## src/rtl/rcs_pkg.sv

```systemverilog
// Package: register map, field positions and reset values of the reader control and status page
`default_nettype none
package rcs_pkg;
    // Register width and host address width
    localparam int          DATA_W        = 8;
    localparam int          ADDR_W        = 6;
    // Register offsets
    localparam logic [5:0]  ADDR_CONTROL  = 6'h09;
    localparam logic [5:0]  ADDR_ERROR    = 6'h0a;
    localparam logic [5:0]  ADDR_CLASH    = 6'h0b;
    localparam logic [5:0]  ADDR_COUNT    = 6'h0c;
    localparam logic [5:0]  ADDR_CRC_LO   = 6'h0d;
    localparam logic [5:0]  ADDR_CRC_HI   = 6'h0e;
    // Control field positions
    localparam int          CTL_STANDBY   = 5;
    localparam int          CTL_SLEEP     = 4;
    localparam int          CTL_CIPHER    = 3;
    localparam int          CTL_HALT      = 2;
    localparam int          CTL_GO        = 1;
    localparam int          CTL_PURGE     = 0;
    // Error flag field positions
    localparam int          ERR_KEY       = 6;
    localparam int          ERR_RIGHTS    = 5;
    localparam int          ERR_OVERRUN   = 4;
    localparam int          ERR_CHECK     = 3;
    localparam int          ERR_FRAME     = 2;
    localparam int          ERR_PARITY    = 1;
    localparam int          ERR_CLASH     = 0;
    localparam int          ERR_W         = 7;
    // Reset values
    localparam logic [7:0]  CONTROL_RST   = 8'h00;
    localparam logic [6:0]  ERROR_RST     = 7'h40;
    localparam logic [7:0]  CLASH_RST     = 8'h00;
    localparam logic [7:0]  ZERO_BYTE     = 8'h00;
    // Read-back state of the data port
    typedef enum logic [0:0] {
        RCS_RD_IDLE  = 1'b0,
        RCS_RD_VALID = 1'b1
    } rcs_rd_state_t;
endpackage : rcs_pkg
`default_nettype wire

```

## src/rtl/rcs_flag_bank.sv

```systemverilog
// Module: bank of sticky fault flags with set-over-clear priority
`default_nettype none
module rcs_flag_bank #(
    parameter int             W   = 7,
    parameter logic [W-1:0]   RST = '0
) (
    // Clock and reset
    input  wire logic         clk,
    input  wire logic         rst,
    // Per-flag set and clear strobes
    input  wire logic [W-1:0] set_in,
    input  wire logic [W-1:0] clr_in,
    // Flag levels
    output logic [W-1:0]      flags
);
    ////////////////////////////////////////////////////////////////////////////
    // One flip-flop per flag; a set arriving with a clear is never lost
    genvar i;
    generate
        for (i = 0; i < W; i++) begin : g_flag
            logic flag_r;
            always_ff @(posedge clk) begin
                if (rst) begin
                    flag_r <= RST[i];
                end else if (set_in[i]) begin
                    flag_r <= 1'b1;
                end else if (clr_in[i]) begin
                    flag_r <= 1'b0;
                end
            end
            assign flags[i] = flag_r;
        end
    endgenerate
endmodule : rcs_flag_bank
`default_nettype wire

```

## src/rtl/rcs_clash_pos.sv

```systemverilog
// Module: capture of the first collision position in a received frame, except in type B
`default_nettype none
module rcs_clash_pos (
    // Clock and reset
    input  wire logic       clk,
    input  wire logic       rst,
    // Frame start, collision event and protocol
    input  wire logic       rx_prepare,
    input  wire logic       collision_hit,
    input  wire logic [7:0] collision_bit,
    input  wire logic       proto_type_b,
    // Held position
    output logic [7:0]      clash_position
);
    logic captured_r;   // First collision of this frame already held

    ////////////////////////////////////////////////////////////////////////////
    // Only the first collision counts; later ones in the frame are ignored
    always_ff @(posedge clk) begin
        if (rst) begin
            clash_position <= rcs_pkg::CLASH_RST;
            captured_r     <= 1'b0;
        end else if (rx_prepare) begin
            // New reception re-arms the capture
            captured_r     <= 1'b0;
        end else if (collision_hit && !captured_r && !proto_type_b) begin
            clash_position <= collision_bit;
            captured_r     <= 1'b1;
        end
    end
endmodule : rcs_clash_pos
`default_nettype wire

```

## src/rtl/rcs_ctrl_status.sv

```systemverilog
// Module: control, fault flag and result registers of the reader status page
`default_nettype none
module rcs_ctrl_status (
    // Clock and reset
    input  wire logic       clk,
    input  wire logic       rst,
    // Host register port
    input  wire logic [5:0] reg_addr,
    input  wire logic       reg_wr,
    input  wire logic       reg_rd,
    input  wire logic [7:0] reg_wdata,
    output logic [7:0]      reg_rdata,
    output logic            reg_rvalid,
    // Command unit events
    input  wire logic       auth_step_two_ok,
    input  wire logic       key_load_start,
    input  wire logic       key_format_bad,
    input  wire logic       eeprom_cmd_start,
    input  wire logic       eeprom_rights_bad,
    // Queue write attempts
    input  wire logic       host_queue_write,
    input  wire logic       int_queue_write,
    input  wire logic       queue_full,
    // Receiver events
    input  wire logic       receive_prepare_state,
    input  wire logic       rx_check_enable,
    input  wire logic       rx_crc_bad,
    input  wire logic       sof_bad,
    input  wire logic       parity_bad,
    input  wire logic       collision_hit,
    input  wire logic [7:0] collision_bit,
    input  wire logic       proto_type_b,
    // Timer and CRC unit values
    input  wire logic [7:0] timer_count,
    input  wire logic [15:0] crc_value,
    input  wire logic       check_result_valid,
    input  wire logic       crc_8bit_mode,
    // Power and cipher controls
    output logic            blocks_off,
    output logic            clock_stop,
    output logic            card_cipher_on,
    output logic            cipher_enable,
    // Command pulses
    output logic            timer_halt_cmd,
    output logic            timer_go_cmd,
    output logic            queue_purge,
    // Fault flags
    output logic            queue_overrun_flag,
    output logic [6:0]      error_flags
);
    ////////////////////////////////////////////////////////////////////////////
    // Decode and stored control bits
    logic                  ctl_wr;          // Host write to control
    logic                  standby_r;       // Standby mode held
    logic                  full_sleep_r;    // Power-down mode held
    logic [6:0]            err_set;         // Flag set strobes
    logic [6:0]            err_clr;         // Flag clear strobes
    logic [7:0]            clash_position;  // First collision index
    logic [7:0]            rdata_nxt;       // Read mux output
    rcs_pkg::rcs_rd_state_t rd_state_r;     // Read answer state

    assign ctl_wr = reg_wr && (reg_addr == rcs_pkg::ADDR_CONTROL);

    ////////////////////////////////////////////////////////////////////////////
    // Power modes
    always_ff @(posedge clk) begin
        if (rst) begin
            standby_r    <= rcs_pkg::CONTROL_RST[rcs_pkg::CTL_STANDBY];
            full_sleep_r <= rcs_pkg::CONTROL_RST[rcs_pkg::CTL_SLEEP];
        end else if (ctl_wr) begin
            standby_r    <= reg_wdata[rcs_pkg::CTL_STANDBY];
            full_sleep_r <= reg_wdata[rcs_pkg::CTL_SLEEP];
        end
    end

    assign blocks_off = standby_r || full_sleep_r;
    // clock stop only in sleep; the host write that clears it must reach us
    // on a clock that the pad logic keeps alive, so only a request leaves here
    assign clock_stop = full_sleep_r;

    ////////////////////////////////////////////////////////////////////////////
    // Cipher state: host may clear it, only authentication may set it
    always_ff @(posedge clk) begin
        if (rst) begin
            card_cipher_on <= rcs_pkg::CONTROL_RST[rcs_pkg::CTL_CIPHER];
        end else if (auth_step_two_ok) begin
            card_cipher_on <= 1'b1;
        end else if (ctl_wr && !reg_wdata[rcs_pkg::CTL_CIPHER]) begin
            // A written one is ignored here
            card_cipher_on <= 1'b0;
        end
    end

    assign cipher_enable = card_cipher_on;

    ////////////////////////////////////////////////////////////////////////////
    // Command pulses, never stored so they always read back as zero
    always_ff @(posedge clk) begin
        if (rst) begin
            timer_halt_cmd <= 1'b0;
            timer_go_cmd   <= 1'b0;
            queue_purge    <= 1'b0;
        end else begin
            timer_halt_cmd <= ctl_wr && reg_wdata[rcs_pkg::CTL_HALT];
            timer_go_cmd   <= ctl_wr && reg_wdata[rcs_pkg::CTL_GO];
            queue_purge    <= ctl_wr && reg_wdata[rcs_pkg::CTL_PURGE];
        end
    end

    ////////////////////////////////////////////////////////////////////////////
    // Fault flag causes
    always_comb begin
        err_set = '0;
        err_clr = '0;
        err_set[rcs_pkg::ERR_KEY]     = key_format_bad;
        err_clr[rcs_pkg::ERR_KEY]     = key_load_start;
        err_set[rcs_pkg::ERR_RIGHTS]  = eeprom_rights_bad;
        err_clr[rcs_pkg::ERR_RIGHTS]  = eeprom_cmd_start;
        err_set[rcs_pkg::ERR_OVERRUN] = (host_queue_write || int_queue_write) && queue_full;
        err_clr[rcs_pkg::ERR_OVERRUN] = queue_purge;
        err_set[rcs_pkg::ERR_CHECK]   = rx_check_enable && rx_crc_bad;
        err_set[rcs_pkg::ERR_FRAME]   = sof_bad;
        err_set[rcs_pkg::ERR_PARITY]  = parity_bad;
        err_set[rcs_pkg::ERR_CLASH]   = collision_hit && !proto_type_b;
        err_clr[rcs_pkg::ERR_CHECK]   = receive_prepare_state;
        err_clr[rcs_pkg::ERR_FRAME]   = receive_prepare_state;
        err_clr[rcs_pkg::ERR_PARITY]  = receive_prepare_state;
        err_clr[rcs_pkg::ERR_CLASH]   = receive_prepare_state && !proto_type_b;
    end

    rcs_flag_bank #(
        .W   (rcs_pkg::ERR_W),
        .RST (rcs_pkg::ERROR_RST)
    ) u_flags (
        .clk    (clk),
        .rst    (rst),
        .set_in (err_set),
        .clr_in (err_clr),
        .flags  (error_flags)
    );

    assign queue_overrun_flag = error_flags[rcs_pkg::ERR_OVERRUN];

    // First collision capture
    rcs_clash_pos u_clash (
        .clk            (clk),
        .rst            (rst),
        .rx_prepare     (receive_prepare_state),
        .collision_hit  (collision_hit),
        .collision_bit  (collision_bit),
        .proto_type_b   (proto_type_b),
        .clash_position (clash_position)
    );

    ////////////////////////////////////////////////////////////////////////////
    // Read multiplexer; unmapped offsets answer zero
    always_comb begin
        rdata_nxt = rcs_pkg::ZERO_BYTE;
        case (reg_addr)
            rcs_pkg::ADDR_CONTROL: begin
                rdata_nxt[rcs_pkg::CTL_STANDBY] = standby_r;
                rdata_nxt[rcs_pkg::CTL_SLEEP]   = full_sleep_r;
                rdata_nxt[rcs_pkg::CTL_CIPHER]  = card_cipher_on;
            end
            rcs_pkg::ADDR_ERROR: begin
                rdata_nxt = {1'b0, error_flags};
            end
            rcs_pkg::ADDR_CLASH: begin
                rdata_nxt = clash_position;
            end
            rcs_pkg::ADDR_COUNT: begin
                rdata_nxt = timer_count;
            end
            rcs_pkg::ADDR_CRC_LO: begin
                rdata_nxt = crc_value[7:0];
            end
            // high byte, zero in 8-bit mode
            rcs_pkg::ADDR_CRC_HI: begin
                rdata_nxt = crc_8bit_mode ? rcs_pkg::ZERO_BYTE : crc_value[15:8];
            end
            default: begin
                rdata_nxt = rcs_pkg::ZERO_BYTE;
            end
        endcase
    end

    ////////////////////////////////////////////////////////////////////////////
    // Registered read answer, one cycle after the strobe
    always_ff @(posedge clk) begin
        if (rst) begin
            reg_rdata  <= rcs_pkg::ZERO_BYTE;
            rd_state_r <= rcs_pkg::RCS_RD_IDLE;
        end else begin
            case (rd_state_r)
                rcs_pkg::RCS_RD_IDLE,
                rcs_pkg::RCS_RD_VALID: begin
                    rd_state_r <= reg_rd ? rcs_pkg::RCS_RD_VALID : rcs_pkg::RCS_RD_IDLE;
                    if (reg_rd) begin
                        reg_rdata <= rdata_nxt;
                    end
                end
                default: begin
                    rd_state_r <= rcs_pkg::RCS_RD_IDLE;
                end
            endcase
        end
    end

    assign reg_rvalid = (rd_state_r == rcs_pkg::RCS_RD_VALID);
endmodule : rcs_ctrl_status
`default_nettype wire

```

## config.mk

```make
export PLATFORM = sky130hd
export DESIGN_NAME = rcs_ctrl_status
export DESIGN_NICKNAME = d
export VERILOG_FILES = /design/src/rtl/rcs_pkg.sv /design/src/rtl/rcs_flag_bank.sv /design/src/rtl/rcs_clash_pos.sv /design/src/rtl/rcs_ctrl_status.sv
export SDC_FILE = /design/constraint.sdc
export NUM_CORES = 1
export LEC_CHECK = 0
export BUFFER_PORTS_ARGS = -buffer_cell sky130_fd_sc_hd__buf_2
export CAP_MARGIN = 25
export CORE_UTILIZATION = 48
export CTS_CLUSTER_DIAMETER = 100
export DETAILED_ROUTE_END_ITERATION = 7
export PLACE_DENSITY = 0.85
export SKIP_LAST_GASP = 1
export SLEW_MARGIN = 20
export SYNTH_ARGS = -nofsm -noshare
export SYNTH_HDL_FRONTEND = slang
export SYNTH_HIERARCHICAL = 1
export SYNTH_SLANG_ARGS = --single-unit
export TNS_END_PERCENT = 20
```

## constraint.sdc

```tcl
create_clock -name clk -period 3 [get_ports clk]
set_clock_uncertainty 0.05 [all_clocks]
set_input_delay 0 -clock clk [delete_from_list [all_inputs] [get_ports clk]]
set_output_delay 0 -clock clk [all_outputs]
set_load 0.02 [all_outputs]
```

Word-level counts from Yosys, hierarchy flattened

Cells that the tools add are included.
W data, S select, Z words.

Flip-flop bits (word level): 31
Bits in latches: 0
RAM bits: 0
Memory bits (read-only): 0
Output and inout port bits: 24
Memories: 0

$add $sub $neg: 0
Multipliers: 0
Divide/modulo/power cells: 0
$lt $le $gt $ge: 0
Equal/unequal tests: 6
Shifts and indexed selects: 0
Multiplexer cells: 17
Bitwise logic cells: 1
Reductions and logical operators: 26

Operators with widths:

| kind                 | count |
|---|---|
| $eq A6 B4 Y1 const B | 6 |
| $pmux W3 S6          | 1 |
| $pmux W3 S5          | 1 |
| $reduce_bool A2 Y1   | 7 |
| $mux W1              | 13 |
| $logic_and A1 B1 Y1  | 11 |
| $pmux W2 S5          | 1 |
| $mux W8              | 1 |
| $reduce_or A2 Y1     | 2 |
| $logic_not A1 Y1     | 3 |
| $logic_or A1 B1 Y1   | 2 |
| $reduce_and A2 Y1    | 1 |
| $not A1 Y1           | 1 |

Longest topological paths before layout

Gate-level depths: netlist of the first run.

Depth in word-level cells: 5
Gate-level depth with buffers: 5
Depth with buffers taken out: 4

Hierarchy

Netlist of the first run, hierarchy kept.

By module, submodules not included:

| module          | instances | cells an instance | area each (um2) |
|---|---|---|---|
| rcs_ctrl_status | 1         | 106               | 989.7 |
| rcs_clash_pos   | 1         | 39                | 416.6 |
| rcs_flag_bank   | 1         | 35                | 295.3 |

Worst setup path before layout of the first run

Ideal clock, no wire load.

Path type: reg-to-reg
From: reg u_flags.g_flag[4].flag_r
To: reg reg_rdata[4]
Setup time: 136 ps
Arrival time: 1,012 ps
Data required time: 2,814 ps
Setup slack: 1,803 ps
Cell stages (with the launch flop): 5
Clock period less this slack: 1,197 ps
Cell sequence: dfxtp_1 -> buf_4 -> mux2_2 -> a221oi_1 -> a211oi_1

Longest elaborated chain between the ends: 1

Ends and longest elaborated chain:

| what                   | RTL line               | text |
|---|---|---|
| start, declared        | rcs_flag_bank.sv:21    | `logic flag_r;` |
| start signal, assigned | rcs_flag_bank.sv:24    | `flag_r <= RST[i];` |
| $pmux W3 S6            | rcs_ctrl_status.sv:159 | `case (reg_addr)` |
| end signal, assigned   | rcs_ctrl_status.sv:191 | `reg_rdata <= rcs_pkg::ZERO_BYTE;` |
| end signal, assigned   | rcs_ctrl_status.sv:199 | `reg_rdata <= rdata_nxt;` |
| end, declared          | rcs_ctrl_status.sv:12  | `output logic [7:0] reg_rdata,` |

No other way between the ends.
A chain may end at the register's enable or synchronous reset.

Worst setup path in the final report of the first run

From: in reg_addr[0]
To: reg card_cipher_on

Longest elaborated chain between the ends: 4

Ends and longest elaborated chain:

| what                                | RTL line              | text |
|---|---|---|
| start, declared                     | rcs_ctrl_status.sv:8  | `input wire logic [5:0] reg_addr,` |
| $eq A6 B4 Y1                        | rcs_ctrl_status.sv:62 | `assign ctl_wr = reg_wr && (reg_addr == rcs_pkg::ADDR_CONTROL);` |
| $logic_and A1 B1 Y1                 | rcs_ctrl_status.sv:62 |  |
| $logic_and A1 B1 Y1                 | rcs_ctrl_status.sv:88 | `end else if (ctl_wr && !reg_wdata[rcs_pkg::CTL_CIPHER]) begin` |
| $reduce_bool A2 Y1 (no source line) | n/a                   |  |
| end signal, assigned                | rcs_ctrl_status.sv:85 | `card_cipher_on <= rcs_pkg::CONTROL_RST[rcs_pkg::CTL_CIPHER];` |
| end, declared                       | rcs_ctrl_status.sv:41 | `output logic card_cipher_on,` |

No other way between the ends.

==> metrics.txt, run 1 <==
CTS tree built; Post-Synthesis Cells 180; Clock Tree Buf Depth 2; Cell Area, Placed 2060 µm²; Final setup viols 0; CP arrival 1.76 ns; Worst-Margin Slew 0.776 ns; WS Path Type input port to flip-flop; pre-CTS setup slack 1.54 ns; Die ar. 3790 µm²; synth warn 6; minimum clock period 1.60 ns; CTS root buf clkbuf_4; vias per cell about 5; total global routing overflow 0; Hold WC Path Type input port to flip-flop; syn nets ~250; Post-DRT Antenna Nets 0; DIE WIDTH 61.5 µm; Sw Ratio a little over a quarter; Max-Cap Viols 0; final wirelength between 4 and 5 mm; Seq pwr share 49.4%; post-route insts no fill 336; ys flop type dfxtp_1; Worst Path Max Fanout 11; final hold violations 0; Initial Util 50.6%; Placed Instances 296; fin. max-slew vios 0; layout cells sized above 1 37.9%; EDFF count, synth 0; ant diodes 0; count of cell types in the netlist 39; H-tree Lvls 2; Int Pwr 646 µW; #FFs+latches synth 31; GP Congestion 0.753; DRT Pass-1 Iters 4; DRC viols 0; # fillers 270; post-cts sizing count 0; I/O pin total 91; Final HPWL DP just under 3 mm; most frequent cells in the layout buf_2, dlygate4sd3_1, dfxtp_1; Die Height 61.5 µm; Layout area overhead 43.6%; clk sink count 31; Port Buffers 87; top flop regs reg_rdata (8), u_clash/clash_position (8), u_flags/g_flag.flag_r (7); post-synthesis sequential area ratio 36.5%; total CTS buffers 5; commonest non-fill, non-tap cell in the layout buf_2; Worst Setup End Kind flip-flop; Slew headroom between 40% and 50%; IR Drop Worst-Case VDD 0.000262 V; RSZ-0062 raised after global routing false; # nets final 357; NetSw 243 µW; outcome complete, no violations; initial antenna violation count 0; fin crit share 53.3%; reg-to-reg slack, setup between 1 and 1.5 ns; Placeable Area roughly 3400 µm²; slack of the critical path 1.40 ns; largest net degree at the start of global routing 40; Vias roughly 1,700; Yosys top cell area share 36.5%; Netlist Area Pre-Place 1700 µm²; total negative slack 0 ns; 1st-iter DRT viols 79; Pwr Density 364 nW/µm²; Worst EP required 3.17 ns; Routed WL per cell 13.4 µm; Clk pwr share 28.0%; placement row count 21; cell taking the most area after synthesis dfxtp_1; Synth area leaders dfxtp_1, nand2b_1, mux2i_1; Avg Cell Area, Syn 9.45 µm²; Post-synth ARST share 0%; P_leak ~0.0011 µW; Worst-path clk slew ~0.09 ns; vias in the first global route between 1,500 and 2,000; first-pass GRT wire length 6.85 mm; post-route cell area 2440 µm²; All-Layer GR Usage ~25%; nature of the critical path startpoint input port; f_max around 630 MHz; Logic pwr share 22.6%; clk_lat worst skew 0.33 ns
## logic make-up after synthesis
group / share of synthesized area [%]
AOI/OAI and AO/OA: 17.6
buffers and inverters: 10.3
DFF: 36.5
muxes: 12.3
and+or+nand+nor: 23.3
## cells in the mapped netlist (2+ instances only)
| cell type | instances |
|---|---|
| nand2_1 | 3 |
| dfxtp_1 | 31 |
| mux2_2 | 7 |
| nor3_1 | 4 |
| o21a_1 | 2 |
| a221oi_1 | 3 |
| inv_1 | 10 |
| nor2b_1 | 5 |
| a211oi_1 | 3 |
| o31a_1 | 4 |
| o21ai_0 | 2 |
| nor3b_1 | 4 |
| a22o_1 | 3 |
| nor2_1 | 12 |
| a22oi_1 | 7 |
| a21oi_1 | 8 |
| nand2b_1 | 23 |
| buf_4 | 10 |
| mux2i_1 | 13 |
| buf_6 | 4 |
| a211oi_2 | 4 |
## worst max-delay path, stage by stage
cell	delay [ns]
buf_2	0.25
nor2b_1	0.21
nand4b_1	0.34
o21ai_0	0.28
a21oi_1	0.09
dlygate4sd3_1	0.60
## per-stage QoR
step / total power, µW / hold WS, ns / util [%]
2_1_floorplan: 556 / 0.0191 / -
3_3_place_gp: 610 / 0.132 / 61.2
3_5_place_dp: 614 / 0.145 / 61.2
4_1_cts: 891 / 0.0105 / 72.7
5_1_grt: 937 / 0.00755 / 72.7
6_report: 889 / 0.0229 / 72.7
## worst paths after layout
path              cells past startpoint                         to                 startpoint
setup / recovery                      6             card_cipher_on                reg_addr[0]
hold / removal                        3               reg_rdata[6]               crc_value[6]
setup reg to reg                      5               reg_rdata[7]  u_clash/clash_position[7]
hold reg to reg                       2  u_clash/clash_position[1]  u_clash/clash_position[1]
## routing by layer
layer  vias to the layer above  global-route usage (%)  wire [µm]  share of wire (%)
met5                         -                       0          0                  0
met4                         0                    10.5         93                2.1
met3                        10                    5.67        293                6.5
met2                        71                    44.7       2350                 52
met1                       768                    29.6       1760                 39
li1                        845                       -          -                  -
## power groups by stage
stage | sequential [µW] | clock [µW] | combinational [µW]
after floorplan | 455 | 0 | 101
after global placement | 448 | 0 | 162
after detailed placement | 449 | 0 | 165
after CTS | 439 | 253 | 199
after global routing | 442 | 275 | 220
final | 439 | 249 | 201
## layout make-up
class | count | area (µm²) | share of cell area (%)
timing repair buffer | 120 | 766 | 31.3
tap | 46 | 57.6 | 2.36
clock inverter | 1 | 5.00 | 0.205
inverter | 10 | 37.5 | 1.54
clock buffer | 6 | 51.3 | 2.10
sequential | 31 | 621 | 25.4
multi-input combinational | 122 | 906 | 37.1
## repair_timing
action                                  in CTS  in global routing
buffers inserted                             0                  0
hold buffers                                33                  0
endpoints found under the setup margin       0                  0
endpoints found under the hold margin       23                  0
Power figures use the tool's default switching activity.
==> inputs of run 2 (changes only) <==
Settings changed: CORE_UTILIZATION 48 to 40, PLACE_DENSITY 0.85 to 0.75.
Clock period 3 ns to 1.3 ns, I/O delays scaled along.
==> run 2 against run 1 <==
Compared with the run above: largest power group unchanged; count of clock-buffer cells in the layout up 1; power up 150%; sequential power up 130%; the run now ends with negative hold slack left; critical path type is now flip-flop to flip-flop; register-to-register slack worse by 1.3 ns; global-route usage down 5.4 points; sequential cell count unchanged.
==> metrics.txt, run 2 (synthesis gave the netlist of run 1 again) <==
largest net degree at the start of global routing 30; commonest non-fill, non-tap cell in the layout buf_2; f_max 827 MHz; CP arrival 1.32 ns; minimum clock period around 1.2 ns; I/O pin total 91; slack of the critical path approximately 0.091 ns; most frequent cells in the layout buf_2, dfxtp_1, nand2b_1, dlygate4sd3_1, mux2i_1; Max-Cap Viols 0; Die ar. 4520 µm²; GP Congestion 0.793; initial antenna violation count 1; final hold violations 1; pre-CTS setup slack -0.134 ns; total CTS buffers 5; Cell Area, Placed 2130 µm²; vias in the first global route 1,524; layout cells sized above 1 approximately two fifths; Worst-Margin Slew ~0.46 ns; Final setup viols 0; P_leak 0.00113 µW; post-CTS setup buffer count 0; Port Buffers between 80 and 90; placement row count 23; IR Drop Worst-Case VDD 0.000625 V; H-tree Lvls 2; CTS tree built; post-route insts no fill 339; hold slack -0.00351 ns; WS Path Type flip-flop to flip-flop; Post-DRT Antenna Nets 0; fin crit share 93.0%; Layout area overhead 43.5%; total global routing overflow 0; vias per cell between 4 and 5; Worst Path Max Fanout 3; RSZ-0062 raised after global routing false; first-pass GRT wire length 6.66 mm; Final HPWL DP 3.26 mm; Vias roughly 1,700; Placeable Area between 4000 and 5000 µm²; Worst-path clk slew 0.06 ns; Worst Setup End Kind flip-flop; 1st-iter DRT viols 64; post-route cell area 2440 µm²; clk_lat worst skew 0.28 ns; DIE WIDTH 67.2 µm; fin. max-slew vios 0; Pwr Density 894 nW/µm²; Die Height about 67 µm; Slew headroom 69.3%; All-Layer GR Usage 20.0%; final wirelength about 4.4 mm; Initial Util 42.2%; Hold WC Path Type input port to flip-flop; DRT Pass-1 Iters 4; outcome finished, violations left; nature of the critical path startpoint flip-flop; Placed Instances 307; DRC viols 0; # nets final roughly 350; Tot Pwr 2180 µW; violated checks negative hold slack; top flop regs reg_rdata (8), u_clash/clash_position (8), u_flags/g_flag.flag_r (7); Clock Tree Buf Depth 2; clk sink count 31; CTS root buf clkbuf_8; Worst EP required 1.41 ns; Routed WL per cell roughly 13 µm
[run 2: cell types whose count changed in the layout (fill, tap and decap cells not counted), moves of 2 or more]
cell,previous run,this run
clkbuf_4,5,0
clkbuf_8,1,5
buf_4,0,6
dlygate4sd3_1,33,23
clkbuf_1,0,2
[run 2: critical path, stage by stage (launching register included)]
cell	delay (ns)
dfxtp_2	0.33
nand2b_1	0.08
a21oi_1	0.06
dlygate4sd3_1	0.58
[run 2: what timing repair did]
action	in CTS	in global routing
endpoints found under the hold margin	21	0
hold buffers	23	0
setup endpoints to repair	0	1
resized for setup	0	1
[run 2: metal layers]
metal  vias up  GRT usage, %  wire length, µm
li1        838             -                -
met1       760          24.0             1930
met2        50          33.5             2150
met3         9          4.73              256
met4         0          9.04               70
met5         -             0                0
[run 2: final timing paths]
| path | start | to | slack, ns | cells past startpoint |
|---|---|---|---|---|
| worst min register to register | u_clash/clash_position[4] | u_clash/clash_position[4] | 0.42 | 2 |
| worst max-delay path | u_flags/g_flag[5].flag_r | u_flags/g_flag[5].flag_r | 0.09 | 3 |
| worst max register to register | u_flags/g_flag[5].flag_r | u_flags/g_flag[5].flag_r | 0.09 | 3 |
| worst min-delay path | reg_wdata[3] | card_cipher_on | -0.004 | 3 |
[run 2: metrics by stage]
step,util (%),hold WS (ns),setup TNS (ns)
after global routing,60.6,0.0324,0
after global placement,52.8,0.132,-0.449
after detailed placement,52.8,0.137,-0.681
after CTS,60.5,0.0123,0
after floorplan,-,0.0191,0
final,60.6,-0.00351,0
[run 2: layout make-up]
cell class	instances	area, µm²
diodes	1	2.50
clock buffers	7	76.3
clock inverters	1	5.00
fillers	384	1590
inverters	10	37.5
multi-input cells	122	906
flip-flops and latches	31	622
well taps	50	62.6
repair buffers	117	731
[run 2: power breakdown]
| part | internal, µW | leakage, µW | total [µW] | switching [µW] |
|---|---|---|---|---|
| Sequential | 991 | 0.000254 | 1010 | 23.7 |
| Clock | 375 | 0.0000422 | 715 | 341 |
| Combinational | 242 | 0.000838 | 454 | 212 |
| Total | 1610 | 0.00113 | 2180 | 576 |
==> inputs of run 3 (changes only) <==
Settings changed: ABC_AREA set to 1, PLACE_DENSITY 0.75 to 0.76, SYNTH_HIERARCHICAL 1 to unset.
==> run 3 against run 2 <==
Compared with the run above: the flow finishes with violations (negative hold slack, negative setup slack); combinational power shrank 1%; via count rose by 19%; sequential power about the same; first-iteration DRC count rose by 64%; core utilization rose by 4.9 points; sequential share of layout area fell by 0.35 points; synthesized cell count up 35%; count of clock-buffer cells in the layout decreased by 2; clock power shrank 1%; critical path type is now input port to flip-flop; largest cell class unchanged; largest power group unchanged.
==> metrics.txt, run 3 <==
first-pass GRT wire length 7.78 mm; clk sink count 31; I/O pin total just over 90; post-synthesis sequential area ratio 38.2%; nature of the critical path startpoint input port; Final HPWL DP approximately 3.3 mm; EDFF count, synth 0; Worst Setup EP u_flags.g_flag[0].flag_r; slack of the critical path -0.00353 ns; CP arrival roughly 1.5 ns; Crit Reg-Reg Startpoint card_cipher_on; Worst R2R Path Depth 3; ant diodes 0; RSZ-0062 raised after global routing true; synth warn 0; Setup crit start proto_type_b; NetSw ~610 µW; post-CTS setup buffer count 0; CTS tree built; fin crit share 100%; DIE WIDTH between 60 and 70 µm; most frequent cells in the layout buf_2, nor2_1, dlygate4sd3_1; placement row count 22; master of the slowest instance on the critical path dlygate4sd3_1; P_leak between 0.001 and 0.0015 µW; outcome finished, violations left; Tot Pwr 2180 µW; Initial Util 43.1%; Max-Cap Viols 0; layout cells sized above 1 around 32%; Hold WC Path Type input port to flip-flop; ys flop type dfxtp_1; hold slack -0.0376 ns; Die ar. 4320 µm²; fin. max-slew vios 0; syn nets 310; Routed WL per cell 12.2 µm; WS Path Type input port to flip-flop; Logic pwr share 20.6%; Netlist Area Pre-Place ~1600 µm²; Avg Cell Area, Syn around 6.7 µm²; 1st-iter DRT viols ~110; final hold violations 1; Final setup viols 1; Worst Path Buf+Inv 4; Worst-path clk slew 0.06 ns; CTS root buf clkbuf_8; Seq pwr share 47.0%; Levels on crit path 6; Yosys top cell area share about two fifths; vias per cell 4.81; Sw Ratio ~28%; Port Buffers between 80 and 90; Clock Tree Buf Depth 2; reg-to-reg slack, setup 0.03 ns; initial antenna violation count 0; IR Drop Worst-Case VDD 0.000934 V; vias in the first global route 1,821; Placeable Area between 3000 and 4000 µm²; #FFs+latches synth 31; Placed Instances 367; f_max about 770 MHz; Int Pwr around 1600 µW; Worst Path Max Fanout 2; count of cell types in the netlist 19; total CTS buffers 5; Worst-Margin Slew around 0.49 ns; Layout area overhead 52.0%; cell with the most instances after synthesis nor2_1; # nets final 427; Worst EP required 1.46 ns; Post-DRT Antenna Nets 0; Post-Synthesis Cells 243; Clk pwr share approximately a third; Vias 1,966; Slew headroom 67.0%; Post-synth ARST share 0%; Worst Setup End Kind flip-flop; final wirelength 4.99 mm; minimum clock period 1.30 ns; Layout Utilization 65.5%; DRC viols 0; H-tree Lvls 2; violated checks negative hold slack, negative setup slack; DRT Pass-1 Iters 5; CP most frequent cell dlygate4sd3_1; capturing point of the worst reg2reg path card_cipher_on; Post-synth top cells nor2_1, dfxtp_1, nand2_1; commonest non-fill, non-tap cell in the layout buf_2; post-route insts no fill 409; top flop regs reg_rdata (8), u_clash.clash_position (8), u_flags.g_flag.flag_r (7); clk_lat worst skew around 0.28 ns; All-Layer GR Usage about a quarter; total negative slack -0.00353 ns; critical-path cell list dlygate4sd3_1, buf_2, inv_1, nand2_1, dlygate4sd3_1, a21oi_1; largest net degree at the start of global routing 20; Slowest Stage Delay on Critical Path about 0.56 ns; Synth area leaders dfxtp_1, nor2_1, nand3_1; total global routing overflow 0; GP Congestion just over 0.8; cell taking the most area after synthesis dfxtp_1; Pwr Density 883 nW/µm²; CP top delay family buffers and inverters; Die Height 65.7 µm
==> run 3: changes by cell type in the layout (fill, tap and decap cells not counted), moves of 7 or more <==
cell / change
nand2_1: +27
nand3_1: +26
inv_1: +14
nand4_1: +13
o21ai_0: +19
mux2_2: -7
mux2i_1: -13
nand2b_1: -23
dlygate4sd3_1: +11
a22oi_1: -7
nor2_1: +41
==> run 3: logic make-up after synthesis <==
| group | share of synthesized area (%) |
|---|---|
| AO/OA/AOI/OAI | 10.2 |
| buffers and inverters | 12.5 |
| flip-flops | 38.2 |
| AND/OR/NAND/NOR | 39.1 |
==> run 3: power by group through the flow <==
stage                     registers (µW)  logic [µW]  clock network, µW
final                               1030         449                708
after global routing                1030         496                774
after CTS                           1020         442                723
after detailed placement            1050         356                  0
after global placement              1040         349                  0
after floorplan                     1060         194                  0
==> run 3: per-layer routing <==
metal | wire length (µm) | track usage, %
met1 | 2160 | 27.7
met2 | 2480 | 43.9
met3 | 307 | 6.94
met4 | 49 | 6.79
met5 | 0 | 0
==> run 3: worst min-delay path by stage <==
| stage | to | cells after the start | start |
|---|---|---|---|
| after floorplan | u_flags.g_flag[6].flag_r | 2 | key_format_bad |
| after global placement | u_flags.g_flag[6].flag_r | 3 | key_format_bad |
| after detailed placement | u_flags.g_flag[6].flag_r | 2 | key_load_start |
| after CTS | u_clash.captured_r | 4 | receive_prepare_state |
| after global routing | reg_rvalid | 3 | reg_rd |
| final | u_flags.g_flag[5].flag_r | 4 | eeprom_cmd_start |
==> run 3: through the flow <==
| step | cell area (µm²) | setup slack [ns] |
|---|---|---|
| 5_1_grt | 2470 | -0.0568 |
| 2_1_floorplan | 1630 | 0.356 |
| 6_report | 2470 | -0.00353 |
| 4_1_cts | 2480 | 0.0175 |
| 3_3_place_gp | 2040 | 0.241 |
| 3_5_place_dp | 2040 | 0.191 |
==> run 3: layout make-up <==
cell class	count	area [µm²]
Fill cell	349	1300
Multi-Input combinational cell	170	803
Timing Repair Buffer	124	798
Sequential cell	31	621
Inverter	28	105
Clock buffer	5	68.8
Tap cell	48	60.1
Clock inverter	3	15.0
==> run 3: worst register-to-register path, cell delays in order, from the launching register on <==
cell and delay, ns:
dfxtp_1 0.37, nand2_1 0.06, a21oi_1 0.14, dlygate4sd3_1 0.59
==> run 3: timing repair <==
item | CTS | global route
gates resized for setup | 0 | 3
endpoints found under the setup margin | 0 | 12
hold buffers | 35 | 0
hold endpoints to repair | 25 | 0
